`src/pkg/fbp_cfg.svh`:
```
/*
 * constants of the flash block-protection host: command codes, unlock
 * addresses, bus timing.
 * assumes a word-wide (x16) device and a 5 ns system clock.
 */
`ifndef FBP_CFG_SVH
`define FBP_CFG_SVH

// ==========================================================
// unlock preamble and command codes
`define FBP_A_UNLK1      32'h0000_0555
`define FBP_A_UNLK2      32'h0000_02aa
`define FBP_A_ZERO       32'h0000_0000
`define FBP_A_ASEL_PROT  32'h0000_0002
`define FBP_D_UNLK1      16'h00aa
`define FBP_D_UNLK2      16'h0055
`define FBP_D_LOCKREG    16'h0040
`define FBP_D_PWD        16'h0060
`define FBP_D_NVP        16'h00c0
`define FBP_D_ASEL       16'h0090
`define FBP_D_RESET      16'h00f0
`define FBP_D_PROG       16'h00a0
`define FBP_D_EXIT1      16'h0090
`define FBP_D_EXIT2      16'h0000
`define FBP_D_UNLOCK1    16'h0025
`define FBP_D_UNLOCK2    16'h0003
`define FBP_D_UNLOCK_CF  16'h0029
`define FBP_D_NVP_SET    16'h0000
`define FBP_D_CLR1       16'h0080
`define FBP_D_CLR2       16'h0030

// ==========================================================
// lock register field and password layout
`define FBP_LR_PWD_BIT   2
`define FBP_PWD_WORDS    4

// ==========================================================
// bus timing
`define FBP_CLK_NS       5
`define FBP_T_WP_NS      50
`define FBP_T_ACC_NS     100
`define FBP_T_GAP_NS     30
`define FBP_SYNC_CYC     2

`endif

```
`src/pkg/fbp_pkg.sv`:
```
/*
 * types of the flash block-protection host.
 * assumes nothing beyond the tool's SystemVerilog support.
 */
package fbp_pkg;

	// ==========================================================
	// operations that the user may order
	typedef enum logic [3:0] {
		OP_ENTER_LOCKREG,
		OP_ENTER_PWD,
		OP_ENTER_NVP,
		OP_EXIT,
		OP_PROG_LOCKREG,
		OP_PROG_PWD,
		OP_READ_PWD,
		OP_UNLOCK_PWD,
		OP_PROG_NVP,
		OP_READ_NVP,
		OP_CLEAR_NVP,
		OP_READ_STATUS
	} fbp_op_t;

	typedef enum logic [1:0] {
		MD_NONE,
		MD_LOCKREG,
		MD_PWD,
		MD_NVP
	} fbp_mode_t;

	typedef enum logic [1:0] {
		ST_IDLE,
		ST_SETUP,
		ST_STROBE,
		ST_HOLD
	} fbp_state_t;

	// one user order
	typedef struct packed {
		fbp_op_t     op;
		logic [31:0] addr;
		logic [63:0] wdata;
		logic [1:0]  idx;
	} fbp_cmd_t;

	// one bus cycle of a sequence
	typedef struct packed {
		logic        rd;
		logic        last;
		logic [31:0] addr;
		logic [15:0] data;
	} fbp_cyc_t;

endpackage

```
`src/verilog/fbp_host.sv`:
```
/*
 * host controller that drives the protection command sets of a parallel
 * NOR flash over its address, data and strobe pins (word mode).
 * assumes the data pins are resolved outside from dq_o/dq_oe_o and that
 * dq_i arrives asynchronously.
 */
// Functional notes
// - host programs and verifies the 64-bit password before activating.
// - protection status is read in auto-select mode.
// - lock-register set entered by AAh, 55h, 40h at 555, 2AA, 555.
// - every protection set is left by 90h then 00h.
// - password set entered by preamble AAh, 55h, then 60h.
// - password portion programmed by A0h, then the portion at its address.
// - unlock is 25h, 03h at 00, four words, then 29h at 00.
// - nonvolatile bit set by A0h, then 00h inside the block.
// - all nonvolatile bits cleared by 80h, then 30h at 00.
// - an entered set must be exited; other orders are refused with err until then.
`timescale 1ns/1ps
`include "fbp_cfg.svh"

module fbp_host #(
	parameter int AW = 25
) (
	// clock, reset, enable
	input  wire logic              clk_i,
	input  wire logic              rstn_i,
	input  wire logic              en_i,
	// user orders
	input  wire logic              cmd_valid_i,
	input  wire fbp_pkg::fbp_cmd_t cmd_i,
	output logic                   cmd_ready_o,
	output logic                   done_o,
	output logic                   err_o,
	output logic [63:0]            rdata_o,
	output logic [1:0]             mode_o,
	output logic                   pwd_mode_o,
	output logic                   pwd_ok_o,
	// flash pins
	output logic [AW-1:0]          addr_o,
	output logic [15:0]            dq_o,
	output logic                   dq_oe_o,
	input  wire logic [15:0]       dq_i,
	output logic                   ce_n_o,
	output logic                   we_n_o,
	output logic                   oe_n_o
);

	localparam logic [7:0] WP_CYC  = 8'((`FBP_T_WP_NS + `FBP_CLK_NS - 1) / `FBP_CLK_NS);
	localparam logic [7:0] ACC_CYC = 8'((`FBP_T_ACC_NS + `FBP_CLK_NS - 1) / `FBP_CLK_NS
		+ `FBP_SYNC_CYC);
	localparam logic [7:0] GAP_CYC = 8'((`FBP_T_GAP_NS + `FBP_CLK_NS - 1) / `FBP_CLK_NS);

	// ==========================================================
	// input synchroniser
	logic [15:0] dq_s1_r;
	logic [15:0] dq_s2_r;

	always_ff @(posedge clk_i or negedge rstn_i) begin
		if (!rstn_i) begin
			dq_s1_r <= 16'h0000;
			dq_s2_r <= 16'h0000;
		end else if (en_i) begin
			dq_s1_r <= dq_i;
			dq_s2_r <= dq_s1_r;
		end
	end

	// ==========================================================
	// state
	fbp_pkg::fbp_state_t state_r, state_nxt;
	fbp_pkg::fbp_mode_t  mode_r, mode_nxt;
	fbp_pkg::fbp_cmd_t   cmd_r, cmd_nxt;
	fbp_pkg::fbp_cyc_t   cyc;
	logic [7:0]          cnt_r, cnt_nxt;
	logic [2:0]          step_r, step_nxt;
	logic                pwd_mode_r, pwd_mode_nxt;
	logic [63:0]         pwd_r, pwd_nxt;
	logic [3:0]          pmask_r, pmask_nxt;
	logic                match_r, match_nxt;
	logic                pwd_ok_r, pwd_ok_nxt;
	logic [63:0]         rdata_r, rdata_nxt;
	logic                done_r, done_nxt;
	logic                err_r, err_nxt;
	logic [AW-1:0]       addr_r, addr_nxt;
	logic [15:0]         dq_r, dq_nxt;
	logic                dq_oe_r, dq_oe_nxt;
	logic                ce_n_r, ce_n_nxt;
	logic                we_n_r, we_n_nxt;
	logic                oe_n_r, oe_n_nxt;
	logic                legal;
	logic [1:0]          widx;

	// ==========================================================
	// bus cycle of the current step
	always_comb begin
		cyc  = '{rd: 1'b0, last: 1'b0, addr: `FBP_A_ZERO, data: `FBP_D_EXIT2};
		widx = 2'(step_r - 3'h2);
		unique case (cmd_r.op)
			fbp_pkg::OP_ENTER_LOCKREG, fbp_pkg::OP_ENTER_PWD, fbp_pkg::OP_ENTER_NVP,
			fbp_pkg::OP_READ_STATUS: begin
				unique case (step_r)
					3'h0: begin
						cyc.addr = `FBP_A_UNLK1;
						cyc.data = `FBP_D_UNLK1;
					end
					3'h1: begin
						cyc.addr = `FBP_A_UNLK2;
						cyc.data = `FBP_D_UNLK2;
					end
					3'h2: begin
						cyc.addr = `FBP_A_UNLK1;
						cyc.last = (cmd_r.op != fbp_pkg::OP_READ_STATUS);
						if (cmd_r.op == fbp_pkg::OP_ENTER_LOCKREG)
							cyc.data = `FBP_D_LOCKREG;
						else if (cmd_r.op == fbp_pkg::OP_ENTER_PWD)
							cyc.data = `FBP_D_PWD;
						else if (cmd_r.op == fbp_pkg::OP_ENTER_NVP)
							cyc.data = `FBP_D_NVP;
						else
							cyc.data = `FBP_D_ASEL;
					end
					3'h3: begin
						cyc.rd   = 1'b1;
						cyc.addr = cmd_r.addr | `FBP_A_ASEL_PROT;
					end
					default: begin
						cyc.data = `FBP_D_RESET;
						cyc.last = 1'b1;
					end
				endcase
			end
			fbp_pkg::OP_EXIT: begin
				cyc.data = (step_r == 3'h0) ? `FBP_D_EXIT1 : `FBP_D_EXIT2;
				cyc.last = (step_r == 3'h1);
			end
			fbp_pkg::OP_PROG_LOCKREG, fbp_pkg::OP_PROG_PWD, fbp_pkg::OP_PROG_NVP: begin
				cyc.last = (step_r == 3'h1);
				if (step_r == 3'h0)
					cyc.data = `FBP_D_PROG;
				else if (cmd_r.op == fbp_pkg::OP_PROG_LOCKREG)
					cyc.data = cmd_r.wdata[15:0];
				else if (cmd_r.op == fbp_pkg::OP_PROG_PWD) begin
					cyc.addr = 32'(cmd_r.idx);
					cyc.data = cmd_r.wdata[16*cmd_r.idx +: 16];
				end else begin
					cyc.addr = cmd_r.addr;
					cyc.data = `FBP_D_NVP_SET;
				end
			end
			fbp_pkg::OP_READ_PWD: begin
				cyc.rd   = 1'b1;
				cyc.addr = 32'(step_r);
				cyc.last = (step_r == 3'h3);
			end
			fbp_pkg::OP_UNLOCK_PWD: begin
				cyc.last = (step_r == 3'h6);
				if (step_r == 3'h0)
					cyc.data = `FBP_D_UNLOCK1;
				else if (step_r == 3'h1)
					cyc.data = `FBP_D_UNLOCK2;
				else if (step_r == 3'h6)
					cyc.data = `FBP_D_UNLOCK_CF;
				else begin
					cyc.addr = 32'(widx);
					cyc.data = cmd_r.wdata[16*widx +: 16];
				end
			end
			fbp_pkg::OP_READ_NVP: begin
				cyc.rd   = 1'b1;
				cyc.addr = cmd_r.addr;
				cyc.last = 1'b1;
			end
			fbp_pkg::OP_CLEAR_NVP: begin
				cyc.data = (step_r == 3'h0) ? `FBP_D_CLR1 : `FBP_D_CLR2;
				cyc.last = (step_r == 3'h1);
			end
			default: begin
				cyc.last = 1'b1;
			end
		endcase
	end

	// ==========================================================
	// legality of a new order in the current command set
	always_comb begin
		unique case (cmd_i.op)
			fbp_pkg::OP_ENTER_LOCKREG, fbp_pkg::OP_ENTER_PWD, fbp_pkg::OP_ENTER_NVP,
			fbp_pkg::OP_READ_STATUS:
				legal = (mode_r == fbp_pkg::MD_NONE);
			fbp_pkg::OP_EXIT:
				legal = (mode_r != fbp_pkg::MD_NONE);
			fbp_pkg::OP_PROG_LOCKREG:
				legal = (mode_r == fbp_pkg::MD_LOCKREG) &&
					(cmd_i.wdata[`FBP_LR_PWD_BIT] || pwd_ok_r);
			fbp_pkg::OP_PROG_PWD, fbp_pkg::OP_READ_PWD:
				legal = (mode_r == fbp_pkg::MD_PWD) && !pwd_mode_r;
			fbp_pkg::OP_UNLOCK_PWD:
				legal = (mode_r == fbp_pkg::MD_PWD);
			default:
				legal = (mode_r == fbp_pkg::MD_NVP);
		endcase
	end

	// ==========================================================
	// sequencer
	always_comb begin
		state_nxt    = state_r;
		mode_nxt     = mode_r;
		cmd_nxt      = cmd_r;
		cnt_nxt      = cnt_r;
		step_nxt     = step_r;
		pwd_mode_nxt = pwd_mode_r;
		pwd_nxt      = pwd_r;
		pmask_nxt    = pmask_r;
		match_nxt    = match_r;
		pwd_ok_nxt   = pwd_ok_r;
		rdata_nxt    = rdata_r;
		done_nxt     = 1'b0;
		err_nxt      = 1'b0;
		addr_nxt     = addr_r;
		dq_nxt       = dq_r;
		dq_oe_nxt    = dq_oe_r;
		ce_n_nxt     = ce_n_r;
		we_n_nxt     = we_n_r;
		oe_n_nxt     = oe_n_r;
		unique case (state_r)
			fbp_pkg::ST_IDLE: begin
				if (cmd_valid_i && legal) begin
					cmd_nxt   = cmd_i;
					step_nxt  = 3'h0;
					match_nxt = 1'b1;
					state_nxt = fbp_pkg::ST_SETUP;
				end else if (cmd_valid_i) begin
					err_nxt = 1'b1;
				end
			end
			fbp_pkg::ST_SETUP: begin
				addr_nxt  = cyc.addr[AW-1:0];
				dq_nxt    = cyc.data;
				dq_oe_nxt = !cyc.rd;
				ce_n_nxt  = 1'b0;
				cnt_nxt   = 8'h00;
				state_nxt = fbp_pkg::ST_STROBE;
			end
			fbp_pkg::ST_STROBE: begin
				we_n_nxt = cyc.rd;
				oe_n_nxt = !cyc.rd;
				cnt_nxt  = cnt_r + 8'h01;
				if (cnt_r == (cyc.rd ? ACC_CYC : WP_CYC)) begin
					we_n_nxt  = 1'b1;
					oe_n_nxt  = 1'b1;
					cnt_nxt   = 8'h00;
					state_nxt = fbp_pkg::ST_HOLD;
					if (cyc.rd && cmd_r.op == fbp_pkg::OP_READ_PWD) begin
						rdata_nxt[16*step_r[1:0] +: 16] = dq_s2_r;
						match_nxt = match_r && (dq_s2_r == pwd_r[16*step_r[1:0] +: 16]);
					end else if (cyc.rd && cmd_r.op == fbp_pkg::OP_READ_NVP)
						rdata_nxt = {63'h0, dq_s2_r[0]};
					else if (cyc.rd)
						rdata_nxt = {56'h0, dq_s2_r[7:0]};
				end
			end
			fbp_pkg::ST_HOLD: begin
				ce_n_nxt  = 1'b1;
				dq_oe_nxt = 1'b0;
				cnt_nxt   = cnt_r + 8'h01;
				if (cnt_r == GAP_CYC) begin
					cnt_nxt   = 8'h00;
					step_nxt  = step_r + 3'h1;
					state_nxt = fbp_pkg::ST_SETUP;
					if (cyc.last) begin
						state_nxt = fbp_pkg::ST_IDLE;
						done_nxt  = 1'b1;
						unique case (cmd_r.op)
							fbp_pkg::OP_ENTER_LOCKREG: mode_nxt = fbp_pkg::MD_LOCKREG;
							fbp_pkg::OP_ENTER_PWD:     mode_nxt = fbp_pkg::MD_PWD;
							fbp_pkg::OP_ENTER_NVP:     mode_nxt = fbp_pkg::MD_NVP;
							fbp_pkg::OP_EXIT:          mode_nxt = fbp_pkg::MD_NONE;
							fbp_pkg::OP_PROG_LOCKREG:
								if (!cmd_r.wdata[`FBP_LR_PWD_BIT])
									pwd_mode_nxt = 1'b1;
							fbp_pkg::OP_PROG_PWD: begin
								pwd_nxt[16*cmd_r.idx +: 16] = cmd_r.wdata[16*cmd_r.idx +: 16];
								pmask_nxt[cmd_r.idx]        = 1'b1;
								pwd_ok_nxt                  = 1'b0;
							end
							fbp_pkg::OP_READ_PWD:
								pwd_ok_nxt = (&pmask_r) && match_r;
							default: begin
							end
						endcase
					end
				end
			end
		endcase
	end

	always_ff @(posedge clk_i or negedge rstn_i) begin
		if (!rstn_i) begin
			state_r    <= fbp_pkg::ST_IDLE;
			mode_r     <= fbp_pkg::MD_NONE;
			cmd_r      <= '0;
			cnt_r      <= 8'h00;
			step_r     <= 3'h0;
			pwd_mode_r <= 1'b0;
			pwd_r      <= 64'h0;
			pmask_r    <= 4'h0;
			match_r    <= 1'b0;
			pwd_ok_r   <= 1'b0;
			rdata_r    <= 64'h0;
			done_r     <= 1'b0;
			err_r      <= 1'b0;
			addr_r     <= '0;
			dq_r       <= 16'h0000;
			dq_oe_r    <= 1'b0;
			ce_n_r     <= 1'b1;
			we_n_r     <= 1'b1;
			oe_n_r     <= 1'b1;
		end else if (en_i) begin
			state_r    <= state_nxt;
			mode_r     <= mode_nxt;
			cmd_r      <= cmd_nxt;
			cnt_r      <= cnt_nxt;
			step_r     <= step_nxt;
			pwd_mode_r <= pwd_mode_nxt;
			pwd_r      <= pwd_nxt;
			pmask_r    <= pmask_nxt;
			match_r    <= match_nxt;
			pwd_ok_r   <= pwd_ok_nxt;
			rdata_r    <= rdata_nxt;
			done_r     <= done_nxt;
			err_r      <= err_nxt;
			addr_r     <= addr_nxt;
			dq_r       <= dq_nxt;
			dq_oe_r    <= dq_oe_nxt;
			ce_n_r     <= ce_n_nxt;
			we_n_r     <= we_n_nxt;
			oe_n_r     <= oe_n_nxt;
		end
	end

	assign cmd_ready_o = (state_r == fbp_pkg::ST_IDLE);
	assign done_o      = done_r;
	assign err_o       = err_r;
	assign rdata_o     = rdata_r;
	assign mode_o      = mode_r;
	assign pwd_mode_o  = pwd_mode_r;
	assign pwd_ok_o    = pwd_ok_r;
	assign addr_o      = addr_r;
	assign dq_o        = dq_r;
	assign dq_oe_o     = dq_oe_r;
	assign ce_n_o      = ce_n_r;
	assign we_n_o      = we_n_r;
	assign oe_n_o      = oe_n_r;
endmodule

```
`config.mk`:
```
export PLATFORM = sky130hd
export DESIGN_NAME = fbp_host
export DESIGN_NICKNAME = d
export VERILOG_FILES = /design/src/pkg/fbp_pkg.sv /design/src/verilog/fbp_host.sv
export VERILOG_INCLUDE_DIRS = /design/src /design/src/pkg
export SDC_FILE = /design/constraint.sdc
export NUM_CORES = 1
export LEC_CHECK = 0
export BUFFER_PORTS_ARGS = -buffer_cell sky130_fd_sc_hd__buf_2
export CORE_ASPECT_RATIO = 0.9
export CORE_MARGIN = 3
export CORE_UTILIZATION = 41
export DETAILED_ROUTE_END_ITERATION = 16
export SLEW_MARGIN = 10
export SYNTH_ARGS = -nofsm -noshare
export SYNTH_HDL_FRONTEND = slang
export SYNTH_SLANG_ARGS = --single-unit
```
`constraint.sdc`:
```
create_clock -name clk_i -period 4.23 [get_ports clk_i]
set_input_delay 0 -clock clk_i [delete_from_list [all_inputs] [get_ports clk_i]]
set_output_delay 0 -clock clk_i [all_outputs]
set_load 0.1 [all_outputs]
```
==> PnR_summary.wiki, run 1 <==
{| class="wikitable"
! Metric !! Value
|-
| Run status || finished, final reports clean
|-
| Clock input transition at the sequential cells of the worst setup and hold paths || around 0.060 ns
|-
| Met2 track demand over resource || roughly a third
|-
| Vias in the first global route || between 10000 and 15000
|-
| Setup skew after layout || about 0.021 ns
|-
| Highest attainable clock frequency || between 0.3 and 0.4 GHz
|-
| Busiest grt layer || met2
|-
| Worst hold slack || ~0.052 ns
|-
| Fraction of the yosys area taken by sequential cells || between 50% and 60%
|-
| Share of Yosys cell area claimed by the top area cell type || approximately half
|-
| Layout Cells excl Fill || between 2000 and 2500
|-
| Most used flip-flop cell after synthesis || dfrtp_1
|-
| Final Worst Setup Slack || between 1 and 1.5 ns
|-
| Routing usage on met3 || 3.59%
|-
| CP Class || flop to flop
|-
| Worst Setup End Kind || flop
|-
| Number of buffer and inverter instances along the worst setup path || 1
|-
| Height of the chip || 191 um
|-
| Number of flops mapped to enable cells by yosys || 0
|-
| Overflow after GRT || 0
|-
| Most frequently used cell type in the post-synthesis netlist || dfrtp_1
|-
| Startpoint type of the worst setup path || flop
|-
| Routability-driven placement congestion ratio || ~0.82
|-
| Critical path data arrival time || about 3.6 ns
|-
| Critical Path Fanout Max || 32
|-
| Setup fix buffers added after clock tree synthesis || 0
|-
| Post-Route WL || about 44 mm
|-
| Total negative slack for setup checks || 0 ns
|-
| Ordered cell list for the critical path || ha_1 > or4b_1 > o211a_1 > a41oi_2 > nand3_1 > buf_4 > nand2_1 > o21ai_0
|-
| Via density per instance || approximately 5.4
|-
| CP delay by family, top || flip-flops
|-
| Worst path required time || roughly 4.6 ns
|-
| Per-instance average area after synthesis || about 11 sq um
|-
| VDD IR max || ~0.00037 V
|-
| Leak pwr || 0.00899 uW
|-
| Hold Fails Final Rpt || 0
|-
| Master of the slowest instance on the critical path || dfrtp_1
|-
| Post-synth ARST share || 100%
|-
| Area grow syn2layout || 26.2%
|-
| Effective utilization at floorplan || a little over two fifths
|-
| Row count || 67
|-
| #FFs+latches synth || 324
|-
| Depth of the CTS H-tree || 2
|-
| Final number of max-transition violations || 0
|-
| Quantity of I/O buffers inserted on ports || 230
|-
| Half-perimeter wire length after placement || approximately 30 mm
|-
| Global-route met1 utilization || 31.6%
|-
| Clock sink count || 324
|-
| Number of cells after detailed placement || roughly 2000
|-
| Number of synthesis warnings || 0
|-
| Crit path time final || 3.22 ns
|-
| Area of the core || between 30000 and 40000 sq um
|-
| Fin nets || around 1900
|-
| CTS tree || done
|-
| Transition at the pin with the smallest max-transition slack || between 0.9 and 1 ns
|-
| Post-synth top cells || 321 x dfrtp_1, 301 x nand2_1, 107 x o21ai_0
|-
| Net Count, Synth || ~1500
|-
| Number of antenna violations at the first check in global routing || 1
|-
| Synthesized instance count || between 1000 and 1500
|-
| Power density over the cells || just under 700 nW/um^2
|-
| Top cells by area in the synthesized netlist || dfrtp_1 52%, nand2_1 7.3%, mux4_2 7.0%
|-
| Wire length of the first global-routing pass || 69.3 mm
|-
| Via Count || 11987
|-
| Number of distinct library cells after synthesis || 76
|-
| Reported max-cap violation count || 0
|-
| Count of unresolved DRC violations after routing || 0
|-
| Initial DRC Count || 865
|-
| Pin count of the biggest net entering global routing || 115
|-
| Total die area || between 40000 and 50000 sq um
|-
| Num ports || 238
|-
| Critical Path Max Stage Delay || slightly below 0.8 ns
|-
| CTS max path bufs || 3
|-
| Cell taking the most area after synthesis || dfrtp_1
|-
| Fraction of layout instances using a drive strength above 1 || between 20% and 30%
|-
| Drt wl/cell || between 15 and 20 um
|-
| Max-slew headroom || between 30% and 40%
|-
| Width of the die || roughly 210 um
|-
| Worst hold path class || input pin to flop
|-
| Global routing usage summed across all routing layers || 21.8%
|-
| Summed instance area of the synthesized netlist || ~16000 sq um
|-
| Worst Setup Slack post-DPL || roughly 1 ns
|-
| Root Driver || clkbuf_16
|-
| Final setup vio count || 0
|-
| Unrepaired setup endpoints after global routing || false
|-
| Total iterations of the first detailed-routing run || 5
|-
| Share of the cycle needed by the critical path after routing || ~76%
|-
| Number of buffers created by CTS || 38
|-
| Count of nets left with antenna violations after detail routing || 0
|-
| Clock latency on the worst-skew pair || approximately 0.54 ns
|}
==> flip-flops by register name, indices dropped and copies added (netlist names), 3 cells and up <==
| signal | cells |
|---|---|
| cnt_r | 8 |
| pwd_r | 64 |
| dq_s2_r | 16 |
| step_r | 3 |
| dq_s1_r | 16 |
| pmask_r | 4 |
| addr_o | 25 |
| rdata_o | 64 |
| cmd_r | 95 |
| dq_o | 16 |
==> logic make-up after synthesis <==
family          count (synthesis)  synth area share [%]
flops                         324                  52.2
buf+inv                       119                  3.32
simple gates                  429                  12.1
xor+xnor                       18                  1.01
fa+ha+maj                      23                  1.85
compound gates                293                  11.9
mux                           180                  17.7
==> cell type report <==
| cell class | instances | area [sq um] |
|---|---|---|
| Antenna cell | 1 | 2.50 |
| Clock buffer | 60 | 1170 |
| Clock inverter | 9 | 72.6 |
| Fill cell | 3318 | 17700 |
| Inverter | 33 | 124 |
| Multi-Input combinational cell | 943 | 6960 |
| Sequential cell | 324 | 8110 |
| Tap cell | 483 | 604 |
| Timing Repair Buffer | 378 | 2570 |
==> final timing paths <==
check,start,to,slack (ns),depth (start not counted)
worst max-delay path,step_r[1]$_DFFE_PN0P_,pwd_r[9]$_DFFE_PN0P_,1.01,8
worst min-delay path,en_i,match_r$_DFFE_PN0P_,0.05,6
worst max register to register,step_r[1]$_DFFE_PN0P_,pwd_r[9]$_DFFE_PN0P_,1.01,8
worst min register to register,pmask_r[2]$_DFFE_PN0P_,pmask_r[2]$_DFFE_PN0P_,0.46,1
max in group asynchronous,rstn_i,pwd_r[58]$_DFFE_PN0P_,2.95,3
min in group asynchronous,rstn_i,rdata_o[41]$_DFFE_PN0P_,0.10,2
==> placed cells by master, fill, tap and decap left out, types with 5 or more instances in the layout <==
cell / n
buf_4: 34
mux4_2: 48
dlygate4sd3_1: 113
a31oi_1: 5
nand3_1: 13
nor2_1: 36
nand2_1: 299
nor3_1: 12
a21oi_1: 18
nor2b_1: 14
o22ai_1: 14
o21ai_0: 103
clkinv_2: 5
nand4_1: 11
a22oi_1: 14
a22o_1: 24
a221o_1: 11
o21ai_1: 49
mux2_4: 50
dfrtp_1: 320
ha_1: 23
nor3b_1: 5
mux2_2: 79
inv_1: 33
clkbuf_8: 12
clkbuf_1: 9
a21o_1: 8
nand2b_1: 9
xnor2_1: 17
clkbuf_16: 39
buf_2: 229
==> worst reg2reg max path, stage by stage, from the launching register on <==
cell,delay [ns]
dfrtp_1,0.77
ha_1,0.55
or4b_1,0.52
o211a_1,0.26
a41oi_2,0.39
nand3_1,0.14
buf_4,0.26
nand2_1,0.12
o21ai_0,0.08
==> where the power goes <==
group          switching [uW]  leakage (uW)  internal [uW]  total (uW)
registers                 821       0.00425           3800        4620
clock network            1300      0.000611           1910        3220
logic                    3340       0.00413           2030        5370
==> timing repair <==
item	CTS	global route
endpoints found under the hold margin	222	0
resized for setup	0	0
hold buffers	113	0
==> layer usage <==
metal  wire length, um  part of all wire [%]
met1             20300                    46
met2             20500                    46
met3              2350                   5.3
met4               957                   2.2
met5                 0                     0
==> per-stage QoR <==
stage               total power (uW)  area, sq um  util, %
floorplan                       8410        15600        -
global placement                9820        17200     46.2
detailed placement              9920        17200     46.2
CTS                            13300        19600     52.6
global route                   13900        19600     52.6
finish                         13200        19600     52.6
Note: power is estimated with default switching activity, not from simulation.
==> run 2, diff against run 1 <==
- clock period: 4.23 -> 2.8 ns (I/O delays scaled with it)
==> PnR_summary.wiki, run 2 (synthesized netlist as in run 1, its figures left out) <==
{| class="wikitable"
! Metric !! Value
|-
| Run status || finished, final reports clean
|-
| Hold Fails Final Rpt || 0
|-
| Crit path time final || ~2.6 ns
|-
| Commonest cells after routing, fill and taps aside || 318 x dfrtp_1, 299 x nand2_1, 229 x buf_2
|-
| Worst Setup Slack post-DPL || 0.112 ns
|-
| Global routing usage summed across all routing layers || around 22%
|-
| Vias in the first global route || 12295
|-
| Clock share of power || 25.8%
|-
| Seq pwr share || roughly a third
|-
| Multi-input gate area || 6980 sq um
|-
| Logic gate share of total power || a little over two fifths
|-
| Quantity of I/O buffers inserted on ports || 230
|-
| Register Area || 8120 sq um
|-
| Area grow syn2layout || 29.2%
|-
| Clock latency on the worst-skew pair || approximately 0.54 ns
|-
| CTS tree || done
|-
| Leak pwr || approximately 0.0092 uW
|-
| Terminus of the critical flop-to-flop path || cmd_r[63]$_DFFE_PN0P_
|-
| Overflow after GRT || 0
|-
| Net switching share of the total power || 40.3%
|-
| Via Count || between 10000 and 15000
|-
| Height of the chip || 191 um
|-
| Number of antenna repair diodes || 0
|-
| Number of buffers created by CTS || 37
|-
| Unrepaired setup endpoints after global routing || false
|-
| Worst-case register-to-register setup slack || ~0.16 ns
|-
| Fin nets || ~1900
|-
| Depth of the CTS H-tree || 2
|-
| Largest Register || cmd_r
|-
| Pin count of the biggest net entering global routing || ~100
|-
| Final number of max-transition violations || 0
|-
| Routability-driven placement congestion ratio || slightly below 0.9
|-
| Total die area || 40300 sq um
|-
| Post-Route WL || 45.1 mm
|-
| Worst hold slack || 0.0748 ns
|-
| Number of antenna violations at the first check in global routing || 0
|-
| Worst reg2reg path startpoint || mode_o[0]$_DFFE_PN0P_
|-
| Worst Setup End Kind || flop
|-
| Row count || 67
|-
| Setup fix buffers added after clock tree synthesis || 0
|-
| Worst path required time || 3.21 ns
|-
| Setup skew after layout || about 0.023 ns
|-
| Startpoint type of the worst setup path || flop
|-
| Final Worst Setup Slack || about 0.16 ns
|-
| Reported max-cap violation count || 0
|-
| Instance area at placement || ~18000 sq um
|-
| Max-slew headroom || 45.9%
|-
| Count of nets left with antenna violations after detail routing || 0
|-
| Reg2Reg Depth || 7
|-
| Most frequent standard cell in the layout excluding fill and tap cells || dfrtp_1
|-
| Via density per instance || approximately 5.4
|-
| Util after Layout || 53.9%
|-
| Clock input transition at the sequential cells of the worst setup and hold paths || 0.06 ns
|-
| Final setup vio count || 0
|-
| Post-route cell area || ~20000 sq um
|-
| Internal power consumption || roughly 12000 uW
|-
| Initial DRC Count || 813
|-
| CP Class || flop to flop
|-
| Total negative slack for setup checks || 0 ns
|-
| Num ports || ~240
|-
| Width of the die || 211 um
|-
| Total iterations of the first detailed-routing run || 5
|-
| VDD IR max || between 0.0005 and 0.0006 V
|-
| Half-perimeter wire length after placement || slightly above 30 mm
|-
| Clock sink count || about 320
|-
| Share of the cycle needed by the critical path after routing || 94.4%
|-
| Area of the core || ~37000 sq um
|-
| Transition at the pin with the smallest max-transition slack || 0.811 ns
|-
| CTS max path bufs || 3
|-
| Power density over the cells || between 1000 and 1500 nW/um^2
|-
| Count of unresolved DRC violations after routing || 0
|-
| Highest attainable clock frequency || between 0.3 and 0.4 GHz
|-
| Sw Pwr || about 8400 uW
|-
| Effective utilization at floorplan || a little over two fifths
|-
| Fraction of layout instances using a drive strength above 1 || approximately a third
|-
| Critical Path Fanout Max || 95
|-
| Wire length of the first global-routing pass || 71.0 mm
|-
| Drt wl/cell || around 20 um
|-
| Root Driver || clkbuf_16
|-
| Number of flip-flops in the largest register || 95
|-
| Worst hold path class || input pin to asynchronous set/reset pin
|-
| Critical path data arrival time || roughly 3 ns
|-
| Filler Cell Count || between 3000 and 4000
|}
## run 2: per-stage QoR
stage | power (uW) | instances
after floorplan | 12700 | 1386
after global placement | 15100 | 2077
after detailed placement | 15300 | 2077
after CTS | 20900 | 2259
after global routing | 21900 | 2259
final | 20800 | 2259
## run 2: power groups by stage
stage                     sequential (uW)  combinational (uW)  clock (uW)
final                                6750                8670        5360
after global routing                 6910                9280        5670
after CTS                            6730                8650        5490
after detailed placement             6800                8500           0
after global placement               6750                8360           0
after floorplan                      8040                4660           0
## run 2: what timing repair did
item,CTS,global route
hold buffers,116,0
endpoints found under the hold margin,202,0
setup endpoints to repair,0,52
resized for setup,0,5
## run 2: worst max-delay path by stage
stage	start	to	slack, ns	cells after the start
floorplan	mode_o[0]$_DFFE_PN0P_	cmd_r[100]$_DFFE_PN0P_	0.05	8
global placement	cmd_r[99]$_DFFE_PN0P_	rdata_o[42]$_DFFE_PN0P_	0.18	7
detailed placement	step_r[0]$_DFFE_PN0P_	rdata_o[40]$_DFFE_PN0P_	0.11	10
CTS	step_r[0]$_DFFE_PN0P_	rdata_o[40]$_DFFE_PN0P_	0.11	10
global route	step_r[0]$_DFFE_PN0P_	rdata_o[32]$_DFFE_PN0P_	0.03	10
finish	mode_o[0]$_DFFE_PN0P_	cmd_r[63]$_DFFE_PN0P_	0.16	7
## run 2: cell type report
| class | instances | share of cell area [%] |
|---|---|---|
| repair buffers | 410 | 14.4 |
| flip-flops and latches | 324 | 40.4 |
| clock inverters | 16 | 1.44 |
| multi-input cells | 943 | 34.7 |
| clock buffers | 50 | 5.35 |
| inverters | 33 | 0.617 |
| well taps | 483 | 3.01 |
## run 2: critical path, cell delays in order (launching register included)
cell      delay [ns]
dfrtp_1         0.44
or4bb_1         0.52
a211oi_1        0.28
nor3_1          0.14
a21boi_2        0.25
nand2_4         0.08
buf_12          0.23
mux2_4          0.43
## run 2: layer usage
| layer | wire length, um | GRT usage (%) | vias up | share of wire, % |
|---|---|---|---|---|
| met3 | 2690 | 3.73 | 77 | 6.0 |
| met2 | 21200 | 35.2 | 390 | 47 |
| met4 | 1140 | 6.21 | 0 | 2.5 |
| li1 | - | - | 5659 | - |
| met5 | 0 | 0 | - | 0 |
| met1 | 20100 | 32.3 | 6052 | 45 |
==> run 3, diff against run 2 <==
==> constraint.sdc (replaced) <==
create_clock -name clk_i -period 2.8 [get_ports clk_i]
set_input_delay 0.14 -clock clk_i [delete_from_list [all_inputs] [get_ports clk_i]]
set_output_delay 0.14 -clock clk_i [all_outputs]
set_load 0.1 [all_outputs]
==> PnR_summary.wiki, run 3 (synthesized netlist as in run 1, its figures left out) <==
{| class="wikitable"
! Metric !! Value
|-
| Total iterations of the first detailed-routing run || 5
|-
| Total design power || 20200 uW
|-
| Post-cts repair resize count || 0
|-
| Height of the chip || 191 um
|-
| Count of unresolved DRC violations after routing || 0
|-
| Pin count of the biggest net entering global routing || 110
|-
| Final setup vio count || 0
|-
| CTS tree || done
|-
| Setup fix buffers added after clock tree synthesis || 0
|-
| Number of buffers created by CTS || 38
|-
| Unrepaired setup endpoints after global routing || true
|-
| Most frequent standard cell in the layout excluding fill and tap cells || dfrtp_1
|-
| CP Class || flop to flop
|-
| Crit path time final || 2.73 ns
|-
| Vias in the first global route || around 12000
|-
| Max-slew headroom || approximately a quarter
|-
| Critical Path Fanout Max || 32
|-
| Width of the die || around 210 um
|-
| Share of the cycle needed by the critical path after routing || a little over nine tenths
|-
| Util after Layout || approximately 54%
|-
| Reported max-cap violation count || 0
|-
| Area grow syn2layout || 28.4%
|-
| Depth of the CTS H-tree || 2
|-
| Worst hold path class || input pin to flop
|-
| Number of flip-flops in the largest register || between 90 and 100
|-
| Via Count || approximately 12000
|-
| Area of the core || 37300 sq um
|-
| Worst Setup End Kind || flop
|-
| Hold Fails Final Rpt || 0
|-
| Effective utilization at floorplan || between 40% and 50%
|-
| Number of antenna violations at the first check in global routing || 1
|-
| Setup skew after layout || 0.0156 ns
|-
| Total die area || about 40000 sq um
|-
| Clock latency on the worst-skew pair || about 0.53 ns
|-
| Critical path data arrival time || just over 3 ns
|-
| Post-route cell area || 20000 sq um
|-
| Initial DRC Count || roughly 780
|-
| Global routing usage summed across all routing layers || between 20 and 25%
|-
| Overflow after GRT || 0
|-
| Count of nets left with antenna violations after detail routing || 0
|-
| Leak pwr || roughly 0.009 uW
|-
| Fin nets || 1900
|-
| Routability-driven placement congestion ratio || between 0.8 and 0.9
|-
| Num ports || 238
|-
| Post-Route WL || ~45 mm
|-
| Final Worst Setup Slack || a little under 0.07 ns
|-
| Via density per instance || ~5.3
|-
| Highest attainable clock frequency || around 0.37 GHz
|-
| Clock input transition at the sequential cells of the worst setup and hold paths || 0.06 ns
|-
| Root Driver || clkbuf_16
|-
| Transition at the pin with the smallest max-transition slack || approximately 1.1 ns
|-
| Drt wl/cell || around 20 um
|-
| Final number of max-transition violations || 0
|-
| Power density over the cells || a little over 1000 nW/um^2
|-
| Worst Setup Slack post-DPL || ~0.052 ns
|-
| Fraction of layout instances using a drive strength above 1 || ~31%
|-
| Run status || finished, final reports clean
|-
| Total negative slack for setup checks || 0 ns
|-
| Largest Register || cmd_r
|-
| Quantity of I/O buffers inserted on ports || 230
|-
| VDD IR max || 0.000525 V
|-
| Instance area at placement || 17600 sq um
|-
| CTS max path bufs || 3
|-
| Commonest cells after routing, fill and taps aside || 319 x dfrtp_1, 299 x nand2_1, 229 x buf_2
|-
| Half-perimeter wire length after placement || 30.5 mm
|-
| Filler Cell Count || between 3000 and 4000
|-
| Startpoint type of the worst setup path || flop
|-
| Row count || 67
|-
| Clock sink count || between 300 and 400
|-
| Worst path required time || roughly 3.2 ns
|-
| Wire length of the first global-routing pass || between 70 and 80 mm
|}
run 3: cell count changes in the layout (fill, tap and decap cells not counted), moves of 3 or more:
cell | previous run | this run
buf_4 | 56 | 61
o21ai_4 | 3 | 0
clkbuf_8 | 10 | 4
clkbuf_1 | 3 | 13
o21ai_2 | 1 | 4
bufinv_16 | 7 | 2
run 3: layout make-up:
cell class | instances | area (sq um) | share of cell area, %
Timing Repair Buffer | 415 | 2950 | 14.8
Clock buffer | 55 | 1050 | 5.28
Antenna cell | 1 | 2.50 | 0.0125
Inverter | 33 | 124 | 0.620
Sequential cell | 324 | 8110 | 40.6
Clock inverter | 14 | 158 | 0.790
Tap cell | 483 | 604 | 3.03
Multi-Input combinational cell | 943 | 6960 | 34.8
run 3: stage by stage:
| step | hold slack, ns | instances |
|---|---|---|
| finish | 0.0514 | 2268 |
| global route | 0.0960 | 2268 |
| CTS | 0.0306 | 2267 |
| detailed placement | 0.286 | 2083 |
| global placement | 0.280 | 2083 |
| floorplan | -0.156 | 1386 |
run 3: routing by layer:
layer | part of all wire [%] | track usage [%]
met1 | 46 | 31.6
met5 | 0 | 0
met4 | 1.8 | 4.87
met3 | 4.8 | 3.42
met2 | 48 | 36.3
run 3: final timing paths:
| kind | start | to | slack, ns | cells after the start |
|---|---|---|---|---|
| setup / recovery | step_r[0]$_DFFE_PN0P_ | rdata_o[40]$_DFFE_PN0P_ | 0.07 | 10 |
| hold reg to reg | pmask_r[3]$_DFFE_PN0P_ | pmask_r[3]$_DFFE_PN0P_ | 0.46 | 1 |
| hold / removal | en_i | ce_n_o$_DFFE_PN1P_ | 0.05 | 3 |
| max in group asynchronous | rstn_i | cmd_r[81]$_DFFE_PN0P_ | 1.55 | 3 |
| setup reg to reg | step_r[0]$_DFFE_PN0P_ | rdata_o[40]$_DFFE_PN0P_ | 0.07 | 10 |
| min in group asynchronous | rstn_i | rdata_o[45]$_DFFE_PN0P_ | 0.27 | 2 |
run 3: where the power goes:
group / internal (uW) / leakage (uW) / total [uW] / switching (uW)
combinational: 3300 / 0.00436 / 8620 / 5320
clock: 2830 / 0.000587 / 4830 / 1990
sequential: 5750 / 0.00425 / 6760 / 1010
run 3: timing repair:
| item | 4_1_cts | 5_1_grt |
|---|---|---|
| hold buffers | 115 | 0 |
| setup endpoints to repair | 0 | 64 |
| hold endpoints to repair | 210 | 0 |
run 3: worst max-delay path: stages (launching register included):
cell	delay, ns
dfrtp_2	0.36
buf_4	0.16
ha_1	0.16
ha_1	0.30
nor2_1	0.08
or4_1	0.48
a21oi_1	0.24
buf_4	0.18
o21ai_2	0.30
nand2_1	0.18
o21ai_0	0.11
